<file path="src/inc/crcchk_pkg.sv">
/*
 * crcchk_pkg: shared constants, carrier types and the crc step function for
 * the crc16 rom checker.
 * assumes: apb with 32-bit data, one register per aligned word, byte address
 * equal to four times the register index.
 */
package crcchk_pkg;

    // register indices; byte address is index * 4
    localparam logic [15:0] CRCCHK_IDX_INPUT   = 16'h4021;
    localparam logic [15:0] CRCCHK_IDX_CONTROL = 16'h4022;
    localparam logic [15:0] CRCCHK_IDX_RESULT  = 16'h4023;
    localparam logic [15:0] CRCCHK_IDX_START   = 16'h4024;
    localparam logic [15:0] CRCCHK_IDX_COUNT   = 16'h4025;

    // control field positions
    localparam int CRCCHK_BIT_PTR    = 0;
    localparam int CRCCHK_BIT_LAUNCH = 1;
    localparam int CRCCHK_BIT_INITSEL = 2;
    localparam int CRCCHK_BIT_INIT   = 3;
    localparam int CRCCHK_BIT_DONE   = 4;

    // reset and init values
    localparam logic [15:0] CRCCHK_INIT_ZERO  = 16'h0000;
    localparam logic [15:0] CRCCHK_INIT_ONES  = 16'hFFFF;
    localparam logic [15:0] CRCCHK_RESULT_RST = 16'h0000;
    localparam logic [6:0]  CRCCHK_SECTOR_RST = 7'h00;
    localparam logic [6:0]  CRCCHK_LAST_SECTOR = 7'h7F;
    localparam logic [15:0] CRCCHK_POLY       = 16'h1021;

    // rom geometry: 128 sectors of 128 bytes
    localparam int CRCCHK_SECTOR_BITS = 7;
    localparam int CRCCHK_ROM_AW      = 14;
    localparam int CRCCHK_APB_AW      = 18;

    typedef struct packed {
        logic                     psel;
        logic                     penable;
        logic                     pwrite;
        logic [CRCCHK_APB_AW-1:0] paddr;
        logic [31:0]              pwdata;
    } crcchk_apb_req_type;

    typedef struct packed {
        logic [31:0] prdata;
        logic        pready;
        logic        pslverr;
    } crcchk_apb_rsp_type;

    typedef enum logic [1:0] {
        CRCCHK_ST_IDLE  = 2'b00,
        CRCCHK_ST_RUN   = 2'b01,
        CRCCHK_ST_DRAIN = 2'b10
    } crcchk_state_type;

    // one byte folded into the crc, msb first, all eight shifts in one cycle
    function automatic logic [15:0] crcchk_step(input logic [15:0] crc,
                                                input logic [7:0]  data);
        logic [15:0] c;
        c = crc ^ {data, 8'h00};
        for (int i = 0; i < 8; i++) begin
            c = c[15] ? ({c[14:0], 1'b0} ^ CRCCHK_POLY) : {c[14:0], 1'b0};
        end
        return c;
    endfunction : crcchk_step

endpackage : crcchk_pkg

</file>
<file path="src/rtl/crcchk_top.sv">
/*
 * crcchk_top: crc16 engine with a byte-at-a-time mode and a rom sector batch
 * mode, reached over apb.
 * assumes: rom read port on the same clock with one cycle of read latency;
 * apb master on i_clk_sys; one asynchronous active-low reset.
 */
// How it works
// - done flag low only while batch runs
// - init bit gives one-cycle pulse, reads zero
// - init loads 0x0000 or 0xFFFF per select
// - launch bit starts batch from start sector
// - pointer picks low or high result byte
// - result writes preset the pointed byte
// - input byte write folds into result, reads zero
// - start sector times 128 is first byte
// - count gives offset to last sector
// - polynomial 0x1021, ccitt-false style
// - one byte folded per clock cycle
// - range clamped at final sector 0x7F
`timescale 1ns/1ps
`default_nettype none

module crcchk_top
    import crcchk_pkg::*;
(
    input  wire logic                     i_clk_sys,  // 20 mhz system clock
    input  wire logic                     i_arst_n,   // async reset, active low
    input  wire crcchk_apb_req_type       i_apb_req,  // apb request group
    output var crcchk_apb_rsp_type        o_apb_rsp,  // apb answer group
    output logic                          o_rom_rd,   // rom read strobe
    output logic [CRCCHK_ROM_AW-1:0]      o_rom_addr, // rom byte address
    input  wire logic [7:0]               i_rom_data  // rom data, one cycle late
);

    logic [15:0]              result_q;
    logic                     ptr_q;
    logic                     launch_q;
    logic                     initsel_q;
    logic                     init_pulse_q;
    logic [6:0]               start_q;
    logic [6:0]               count_q;
    crcchk_state_type         state_q;
    logic [CRCCHK_ROM_AW-1:0] addr_q;
    logic [CRCCHK_ROM_AW-1:0] last_addr_q;
    logic                     data_vld_q;
    logic                     access;
    logic                     wr;
    logic [15:0]              idx;
    logic                     mapped;
    logic                     busy;
    logic                     launch_go;
    logic [7:0]               sect_sum;
    logic [6:0]               last_sect;
    logic [7:0]               rd_byte;

    // apb decode; zero wait states keeps the cpu model simple
    assign access = i_apb_req.psel & i_apb_req.penable;
    assign wr     = access & i_apb_req.pwrite;
    assign idx    = i_apb_req.paddr[CRCCHK_APB_AW-1:2];
    assign mapped = (idx >= CRCCHK_IDX_INPUT) && (idx <= CRCCHK_IDX_COUNT);
    assign busy   = (state_q != CRCCHK_ST_IDLE);

    // a launch while a batch runs is dropped, the running one owns the rom
    assign launch_go = wr && (idx == CRCCHK_IDX_CONTROL)
                       && i_apb_req.pwdata[CRCCHK_BIT_LAUNCH] && !busy;

    // last sector clamped so the batch never walks off the rom
    assign sect_sum  = {1'b0, start_q} + {1'b0, count_q};
    assign last_sect = sect_sum[7] ? CRCCHK_LAST_SECTOR : sect_sum[6:0];

    // control bits; launch is stored as written and software relies on
    // writing it alone, so no merging with other fields is attempted
    always_ff @(posedge i_clk_sys or negedge i_arst_n) begin
        if (!i_arst_n) begin
            ptr_q     <= 1'b0;
            launch_q  <= 1'b0;
            initsel_q <= 1'b0;
        end else if (wr && idx == CRCCHK_IDX_CONTROL) begin // launch comes in its own write
            ptr_q     <= i_apb_req.pwdata[CRCCHK_BIT_PTR];
            launch_q  <= i_apb_req.pwdata[CRCCHK_BIT_LAUNCH];
            initsel_q <= i_apb_req.pwdata[CRCCHK_BIT_INITSEL];
        end
    end

    // init trigger is never stored, only pulsed for one cycle
    always_ff @(posedge i_clk_sys or negedge i_arst_n) begin
        if (!i_arst_n) begin
            init_pulse_q <= 1'b0;
        end else begin
            init_pulse_q <= wr && (idx == CRCCHK_IDX_CONTROL)
                            && i_apb_req.pwdata[CRCCHK_BIT_INIT];
        end
    end

    // sector range registers
    always_ff @(posedge i_clk_sys or negedge i_arst_n) begin
        if (!i_arst_n) begin
            start_q <= CRCCHK_SECTOR_RST;
            count_q <= CRCCHK_SECTOR_RST;
        end else if (wr) begin
            if (idx == CRCCHK_IDX_START) begin
                start_q <= i_apb_req.pwdata[6:0];
            end
            if (idx == CRCCHK_IDX_COUNT) begin
                count_q <= i_apb_req.pwdata[6:0];
            end
        end
    end

    // batch sequencer: issue addresses one per cycle, then drain the last byte
    always_ff @(posedge i_clk_sys or negedge i_arst_n) begin
        if (!i_arst_n) begin
            state_q     <= CRCCHK_ST_IDLE;
            addr_q      <= '0;
            last_addr_q <= '0;
        end else begin
            case (state_q)
                CRCCHK_ST_IDLE: begin
                    if (launch_go) begin
                        state_q     <= CRCCHK_ST_RUN;
                        addr_q      <= {start_q, 7'h00};
                        last_addr_q <= {last_sect, 7'h7F};
                    end
                end
                CRCCHK_ST_RUN: begin
                    if (addr_q == last_addr_q) begin
                        state_q <= CRCCHK_ST_DRAIN;
                    end else begin
                        addr_q <= addr_q + 14'h0001;
                    end
                end
                CRCCHK_ST_DRAIN: begin
                    if (data_vld_q) begin
                        state_q <= CRCCHK_ST_IDLE;
                    end
                end
                default: begin
                    state_q <= CRCCHK_ST_IDLE;
                end
            endcase
        end
    end

    assign o_rom_rd   = (state_q == CRCCHK_ST_RUN);
    assign o_rom_addr = addr_q;

    // rom data arrives one cycle after the strobe
    always_ff @(posedge i_clk_sys or negedge i_arst_n) begin
        if (!i_arst_n) begin
            data_vld_q <= 1'b0;
        end else begin
            data_vld_q <= o_rom_rd;
        end
    end

    // result: init beats batch beats cpu; cpu writes are ignored mid-batch
    // so a stray store cannot corrupt the rom checksum
    always_ff @(posedge i_clk_sys or negedge i_arst_n) begin
        if (!i_arst_n) begin
            result_q <= CRCCHK_RESULT_RST;
        end else if (init_pulse_q) begin
            result_q <= initsel_q ? CRCCHK_INIT_ONES : CRCCHK_INIT_ZERO;
        end else if (data_vld_q) begin
            result_q <= crcchk_step(result_q, i_rom_data);
        end else if (wr && !busy && idx == CRCCHK_IDX_INPUT) begin
            result_q <= crcchk_step(result_q, i_apb_req.pwdata[7:0]);
        end else if (wr && !busy && idx == CRCCHK_IDX_RESULT) begin
            if (ptr_q) begin
                result_q[15:8] <= i_apb_req.pwdata[7:0];
            end else begin
                result_q[7:0] <= i_apb_req.pwdata[7:0];
            end
        end
    end

    // read mux; input byte and reserved bits read as zero
    always_comb begin
        rd_byte = 8'h00;
        case (idx)
            CRCCHK_IDX_INPUT: begin
                rd_byte = 8'h00;
            end
            CRCCHK_IDX_CONTROL: begin
                rd_byte = {3'b000, !busy, 1'b0, initsel_q, launch_q, ptr_q};
            end
            CRCCHK_IDX_RESULT: begin
                rd_byte = ptr_q ? result_q[15:8] : result_q[7:0];
            end
            CRCCHK_IDX_START: begin
                rd_byte = {1'b0, start_q};
            end
            CRCCHK_IDX_COUNT: begin
                rd_byte = {1'b0, count_q};
            end
            default: begin
                rd_byte = 8'h00;
            end
        endcase
    end

    assign o_apb_rsp.prdata  = {24'h000000, rd_byte};
    assign o_apb_rsp.pready  = 1'b1;
    assign o_apb_rsp.pslverr = access & !mapped; // unmapped index answers an error

    // checker helpers: batch length measured apart from the sequencer,
    // so a sequencer that stops early or late shows up as a count mismatch
    logic [14:0] run_len_q; // busy cycles since launch
    logic [14:0] span_q;    // bytes the batch should fetch

    always_ff @(posedge i_clk_sys or negedge i_arst_n) begin
        if (!i_arst_n) begin
            run_len_q <= '0;
            span_q    <= '0;
        end else if (launch_go) begin
            run_len_q <= '0;
            span_q    <= {1'b0, last_sect, 7'h7F} - {1'b0, start_q, 7'h00} + 15'h0001;
        end else if (busy) begin
            run_len_q <= run_len_q + 15'h0001;
        end
    end
endmodule : crcchk_top

`default_nettype wire

</file>
<file path="config.mk">
export PLATFORM = sky130hd
export DESIGN_NAME = crcchk_top
export DESIGN_NICKNAME = d
export VERILOG_FILES = /design/src/inc/crcchk_pkg.sv /design/src/rtl/crcchk_top.sv
export SDC_FILE = /design/constraint.sdc
export NUM_CORES = 1
export LEC_CHECK = 0
export BUFFER_PORTS_ARGS = -buffer_cell sky130_fd_sc_hd__buf_4
export CORE_UTILIZATION = 58
export DETAILED_ROUTE_END_ITERATION = 8
export PLACE_DENSITY = 0.86
export SLEW_MARGIN = 20
export SYNTH_ARGS = -nofsm -noshare
export SYNTH_HDL_FRONTEND = slang
export SYNTH_SLANG_ARGS = --single-unit
export TNS_END_PERCENT = 50
</file>
<file path="constraint.sdc">
create_clock -name i_clk_sys -period 4.1 [get_ports i_clk_sys]
set_input_delay 0.82 -clock i_clk_sys [delete_from_list [all_inputs] [get_ports i_clk_sys]]
set_output_delay 0.82 -clock i_clk_sys [all_outputs]
set_load 0.01 [all_outputs]
</file>
======== After elaboration in Yosys (flattened, before gate mapping) ========
Cells that the tools add are included.
word-level totals
  flip-flop bits (word level) ............. 65
  bits in latches ......................... 0
  bits in writable memories ............... 0
  memory bits (read-only) ................. 0
  bits of input ports ..................... 63
  output and inout bits ................... 49
  logic and storage cells ................. 105
  memories ................................ 0
operators by class
  $add $sub $neg .......................... 2
  multipliers ............................. 0
  divide/modulo/power cells ............... 0
  order comparisons ....................... 2
  eq/ne operators ......................... 13
  shifts and indexed selects .............. 0
  muxes and demuxes ....................... 33
  bitwise logic cells ..................... 21
  reductions and logical operators ........ 22
operators with widths
  cell                   number
  $mux 13                16
  $eq 16x15->1 const B   5
  $mux 16                5
  $not 3->3              16
  $pmux 8 s4             1
  $xor 16x16->16         2
  $mux 14                2
  $pmux 14 s2            1
  $mux 8                 3
  $ge 16x15->1 const B   1
  $le 16x15->1 const B   1
  $add 14x1->14 const B  1
  $eq 14x14->1           1
  $reduce_and 2->1       5
  $add 7x7->8            1
  $logic_and 1x1->1      8
  $reduce_bool 4->1      2
  $mux 7                 1
  $mux 2                 3
  $ne 2x2->1 const B     3
  $pmux 2 s3             1
  $reduce_and 3->1       2
  $ne 4x1->1 const B     1
  $reduce_bool 2->1      2
  6 further kinds        9

======== Longest topological paths before layout ========
  depth in word-level cells ............... 20
  depth in mapped cells ................... 9
  depth with buffers taken out ............ 8

======== Least setup slack after synthesis ========
OpenSTA, ideal clock, no wires.
  path type ............................... input -> output
  start ................................... in i_apb_req[40] in the netlist's numbering
  end ..................................... out o_apb_rsp[5] in the netlist's numbering
  arrival time ............................ 2.457 ns
  data required time ...................... 3.280 ns
  slack ................................... 0.823 ns
  cell stages on the path ................. 6
  buffers on the path ..................... 1
  cells stage by stage .................... or4b_4 > nor4_1 > nor2b_1 > clkbuf_1 > a22oi_1 > o21ai_0
RTL lines
  element             RTL line          RTL
  start: declaration  crcchk_top.sv:28  input wire crcchk_apb_req_type i_apb_req,
  end: declaration    crcchk_top.sv:29  output var crcchk_apb_rsp_type o_apb_rsp,

==> flow_summary.rst <==
.. list-table::
   :header-rows: 1

   * - Metric
     - Value
   * - Proportion of register bits with asynchronous set or reset after synthesis
     - 100%
   * - Combined buffer and inverter count along the critical path
     - 2
   * - Final count of hold timing violations
     - 0
   * - Tightest Pin Transition
     - between 0.8 and 0.9 ns
   * - Count of unresolved DRC violations after routing
     - 0
   * - IR drop worst, VDD
     - ~620 uV
   * - Filler Cells Inserted
     - 571
   * - Total of hold buffers inserted after clock tree synthesis
     - 0
   * - Number of max-slew violations in the final report
     - 0
   * - Synth top area share
     - 33.6%
   * - Diode insertion count for antenna repair
     - 0
   * - Number of warning messages in the yosys log
     - 0
   * - Clock insertion delay at the later pin of the skew report
     - around 0.34 ns
   * - # resized after CTS
     - 0
   * - Number of design-rule violations left by the first detailed-router iteration
     - approximately 280
   * - Initial core utilization
     - around 60%
   * - Mean routed wirelength per cell
     - ~18 um
   * - Worst relative slew slack
     - a little over two fifths
   * - Max-cap violations
     - 0
   * - Hold WS
     - ~0.49 ns
   * - CTS Buffer Depth
     - 2
   * - Register clock-pin slew on the reported worst setup and hold paths
     - about 0.060 ns
   * - CTS H-tree depth
     - 3
   * - Routability Congestion
     - around 0.91
   * - Post-CTS Setup Repair Bufs
     - 0
   * - CTS tree
     - yes
   * - Gate Count Post-Synth
     - approximately 480
   * - Max Clk Rate
     - ~280 MHz
   * - Most numerous cell in the Yosys netlist
     - sky130_fd_sc_hd__dfrtp_1
   * - Global-route wire length before repair
     - ~19000 um
   * - Clock root buffer master
     - sky130_fd_sc_hd__clkbuf_8
   * - Die area
     - 7930 um^2
   * - Number of vias after detailed routing
     - ~4000
   * - Number of enable flip-flop cells after synthesis
     - 0
   * - Minimum period implied by the final worst setup slack
     - roughly 3.6 ns
   * - Hold crit path type
     - reg2reg
   * - Number of iterations in the first detailed-routing pass
     - 5
   * - Total wire length
     - 11400 um
   * - Cell at the slowest stage of the critical path
     - sky130_fd_sc_hd__or4b_4
   * - Cells along the critical path
     - buf_4 > or4b_4 > or3b_2 > nor2_1 > a22oi_1 > o21ai_0 > buf_4
   * - Die span in y
     - just under 90 um
   * - Sum Neg Setup Slack
     - 0 ns
   * - Critical Path End Type
     - output port
   * - Detailed placement HPWL
     - ~8300 um
   * - Most used DFF post-synth
     - sky130_fd_sc_hd__dfrtp_1
   * - Total CTS buffers
     - 9
   * - Fin Clk Skew
     - roughly 0.0047 ns
   * - Worst endpoint data arrival time
     - around 2.8 ns
   * - Number of rows created at floorplan
     - 31
   * - Setup violations, final
     - 0
   * - Pin count of the biggest net entering global routing
     - 60
   * - Sink Count
     - between 50 and 60
   * - Dominant cell type by area after synthesis
     - sky130_fd_sc_hd__dfrtp_1
   * - Power per cell area
     - just under 500 nW/um^2
   * - # port buffers
     - 60
   * - Global-route usage over all layers
     - 31.3%
   * - Count of state elements after synthesis
     - 59
   * - Setup repair after global routing missed its margin
     - false
   * - Number of vias per cell
     - roughly 6.2
   * - Top fanout value on the critical path
     - 7
   * - Run status
     - completed
   * - Top cell family by delay on the critical path
     - simple AND/OR/NAND/NOR gates
   * - Die boundary width
     - 89.1 um
   * - Syn_area_per_cell
     - 9.20 um^2
   * - P_leak
     - 2.31 nW
   * - Crit share post-route
     - between 80% and 90%
   * - Most repeated library cell on the critical path
     - sky130_fd_sc_hd__buf_4
   * - Initial antenna violation count
     - 0
   * - Worst Path Class, Setup
     - in2out
   * - Global route total overflow
     - 0
   * - Critical path startpoint category
     - input port
   * - Residual antenna-violating net count after detailed routing
     - 0
   * - Sequential area share after synthesis
     - between 30% and 40%
   * - Final #Nets
     - ~600
   * - Growth of design area from synthesis to finish
     - 13.7%
   * - Top post-synthesis cells by count
     - sky130_fd_sc_hd__dfrtp_1, sky130_fd_sc_hd__xnor2_1, sky130_fd_sc_hd__nor2_1
   * - Top area cells in the synthesized netlist
     - sky130_fd_sc_hd__dfrtp_1, sky130_fd_sc_hd__xnor2_1, sky130_fd_sc_hd__buf_4
   * - Share of layout cells above drive strength 1
     - 20.3%
   * - Number of primary I/O pins
     - approximately 110
   * - Netlist Area Pre-Place
     - between 4000 and 5000 um^2
   * - Largest stage delay on the critical path
     - about 0.55 ns
   * - WP data required
     - ~3.3 ns
   * - Number of global-route vias before repair
     - about 3900
   * - Number of different library cells in the post-synthesis netlist
     - 66
   * - Core box area
     - ~7300 um^2
==> report_power, final <==
part | internal, mW | switching, mW
combinational | 0.594 | 0.544
clock | 0.291 | 0.233
sequential | 0.678 | 0.145
==> cells in the final DEF, fill, tap and decap left out, drive strengths merged, types with 11 or more instances in the layout <==
master | netlist | layout
a21oi | 22 | 22
and3 | 11 | 11
buf | 32 | 65
conb | 2 | 25
dfrtp | 59 | 59
mux2 | 15 | 15
mux2i | 11 | 11
nand2 | 26 | 26
nand3 | 13 | 13
nor2 | 39 | 39
nor3 | 12 | 12
o21ai | 25 | 25
xnor2 | 50 | 50
xor2 | 13 | 13
==> worst reg2reg max path, cell delays in order (launching register included) <==
cell and delay (ns):
sky130_fd_sc_hd__dfrtp_1 0.45, sky130_fd_sc_hd__ha_1 0.32, sky130_fd_sc_hd__a21o_1 0.17, sky130_fd_sc_hd__a21oi_1 0.28, sky130_fd_sc_hd__o21ai_0 0.17, sky130_fd_sc_hd__a21o_1 0.18, sky130_fd_sc_hd__a211o_1 0.39, sky130_fd_sc_hd__o22a_1 0.22
==> worst paths after layout <==
check / start / to / slack, ns / cells after the start
setup / recovery: i_apb_req[49] / o_apb_rsp[5] / 0.47 / 7
hold / removal: launch_q / launch_q / 0.49 / 2
setup reg to reg: start_q[1] / last_addr_q[11] / 1.81 / 7
hold reg to reg: launch_q / launch_q / 0.49 / 2
max in group asynchronous: i_arst_n / result_q[11] / 3.05 / 1
min in group asynchronous: i_arst_n / o_rom_addr[1] / 0.54 / 1
==> layer usage <==
layer  vias to the layer above  global-route usage (%)  part of all wire [%]
met1                      1920                    36.0                    38
met2                       199                    56.2                    52
met3                        43                    6.83                   6.8
li1                       1782                       -                     -
met4                         0                    13.7                   2.8
met5                         -                       0                     0
==> kinds of logic (layout without fill, tap and decap cells) <==
group                    Yosys count  after routing  synth area share [%]
adder cells (fa/ha/maj)            9              9                  2.73
AO/OA/AOI/OAI                    113            113                  17.7
AND/OR/NAND/NOR                  146            146                  18.4
other                              2             25                 0.171
multiplexers                      26             26                  6.35
XOR/XNOR                          65             65                  13.6
flip-flops                        59             59                  33.6
buffers and inverters             58             90                  7.43
==> state kept, by name (all words and copies together) (netlist names) <==
register / count
o_rom_addr: 14
launch_q: 1
initsel_q: 1
start_q: 7
result_q: 16
last_addr_q: 8
ptr_q: 1
data_vld_q: 1
state_q: 2
init_pulse_q: 1
count_q: 7
==> metrics by stage <==
| stage | cells | area [um^2] | worst slack (ns) | utilization [%] | total power [mW] |
|---|---|---|---|---|---|
| 6_report | 632 | 5000 | 0.467 | 68.5 | 2.48 |
| 3_3_place_gp | 617 | 4810 | 0.480 | 65.9 | 1.88 |
| 4_1_cts | 632 | 5000 | 0.442 | 68.5 | 2.46 |
| 3_5_place_dp | 617 | 4810 | 0.447 | 65.9 | 1.93 |
| 2_1_floorplan | 501 | 4480 | 0.823 | - | 1.72 |
| 5_1_grt | 632 | 5000 | 0.356 | 68.5 | 2.63 |
==> final cells by class <==
type	instances	area (um^2)	area share [%]
Clock buffer	10	138	2.75
Clock inverter	5	53.8	1.08
Inverter	10	37.5	0.751
Multi-Input combinational cell	384	2680	53.6
Sequential cell	59	1480	29.5
Tap cell	99	124	2.48
Timing Repair Buffer	65	488	9.76
(Power assumes the default switching activity.)
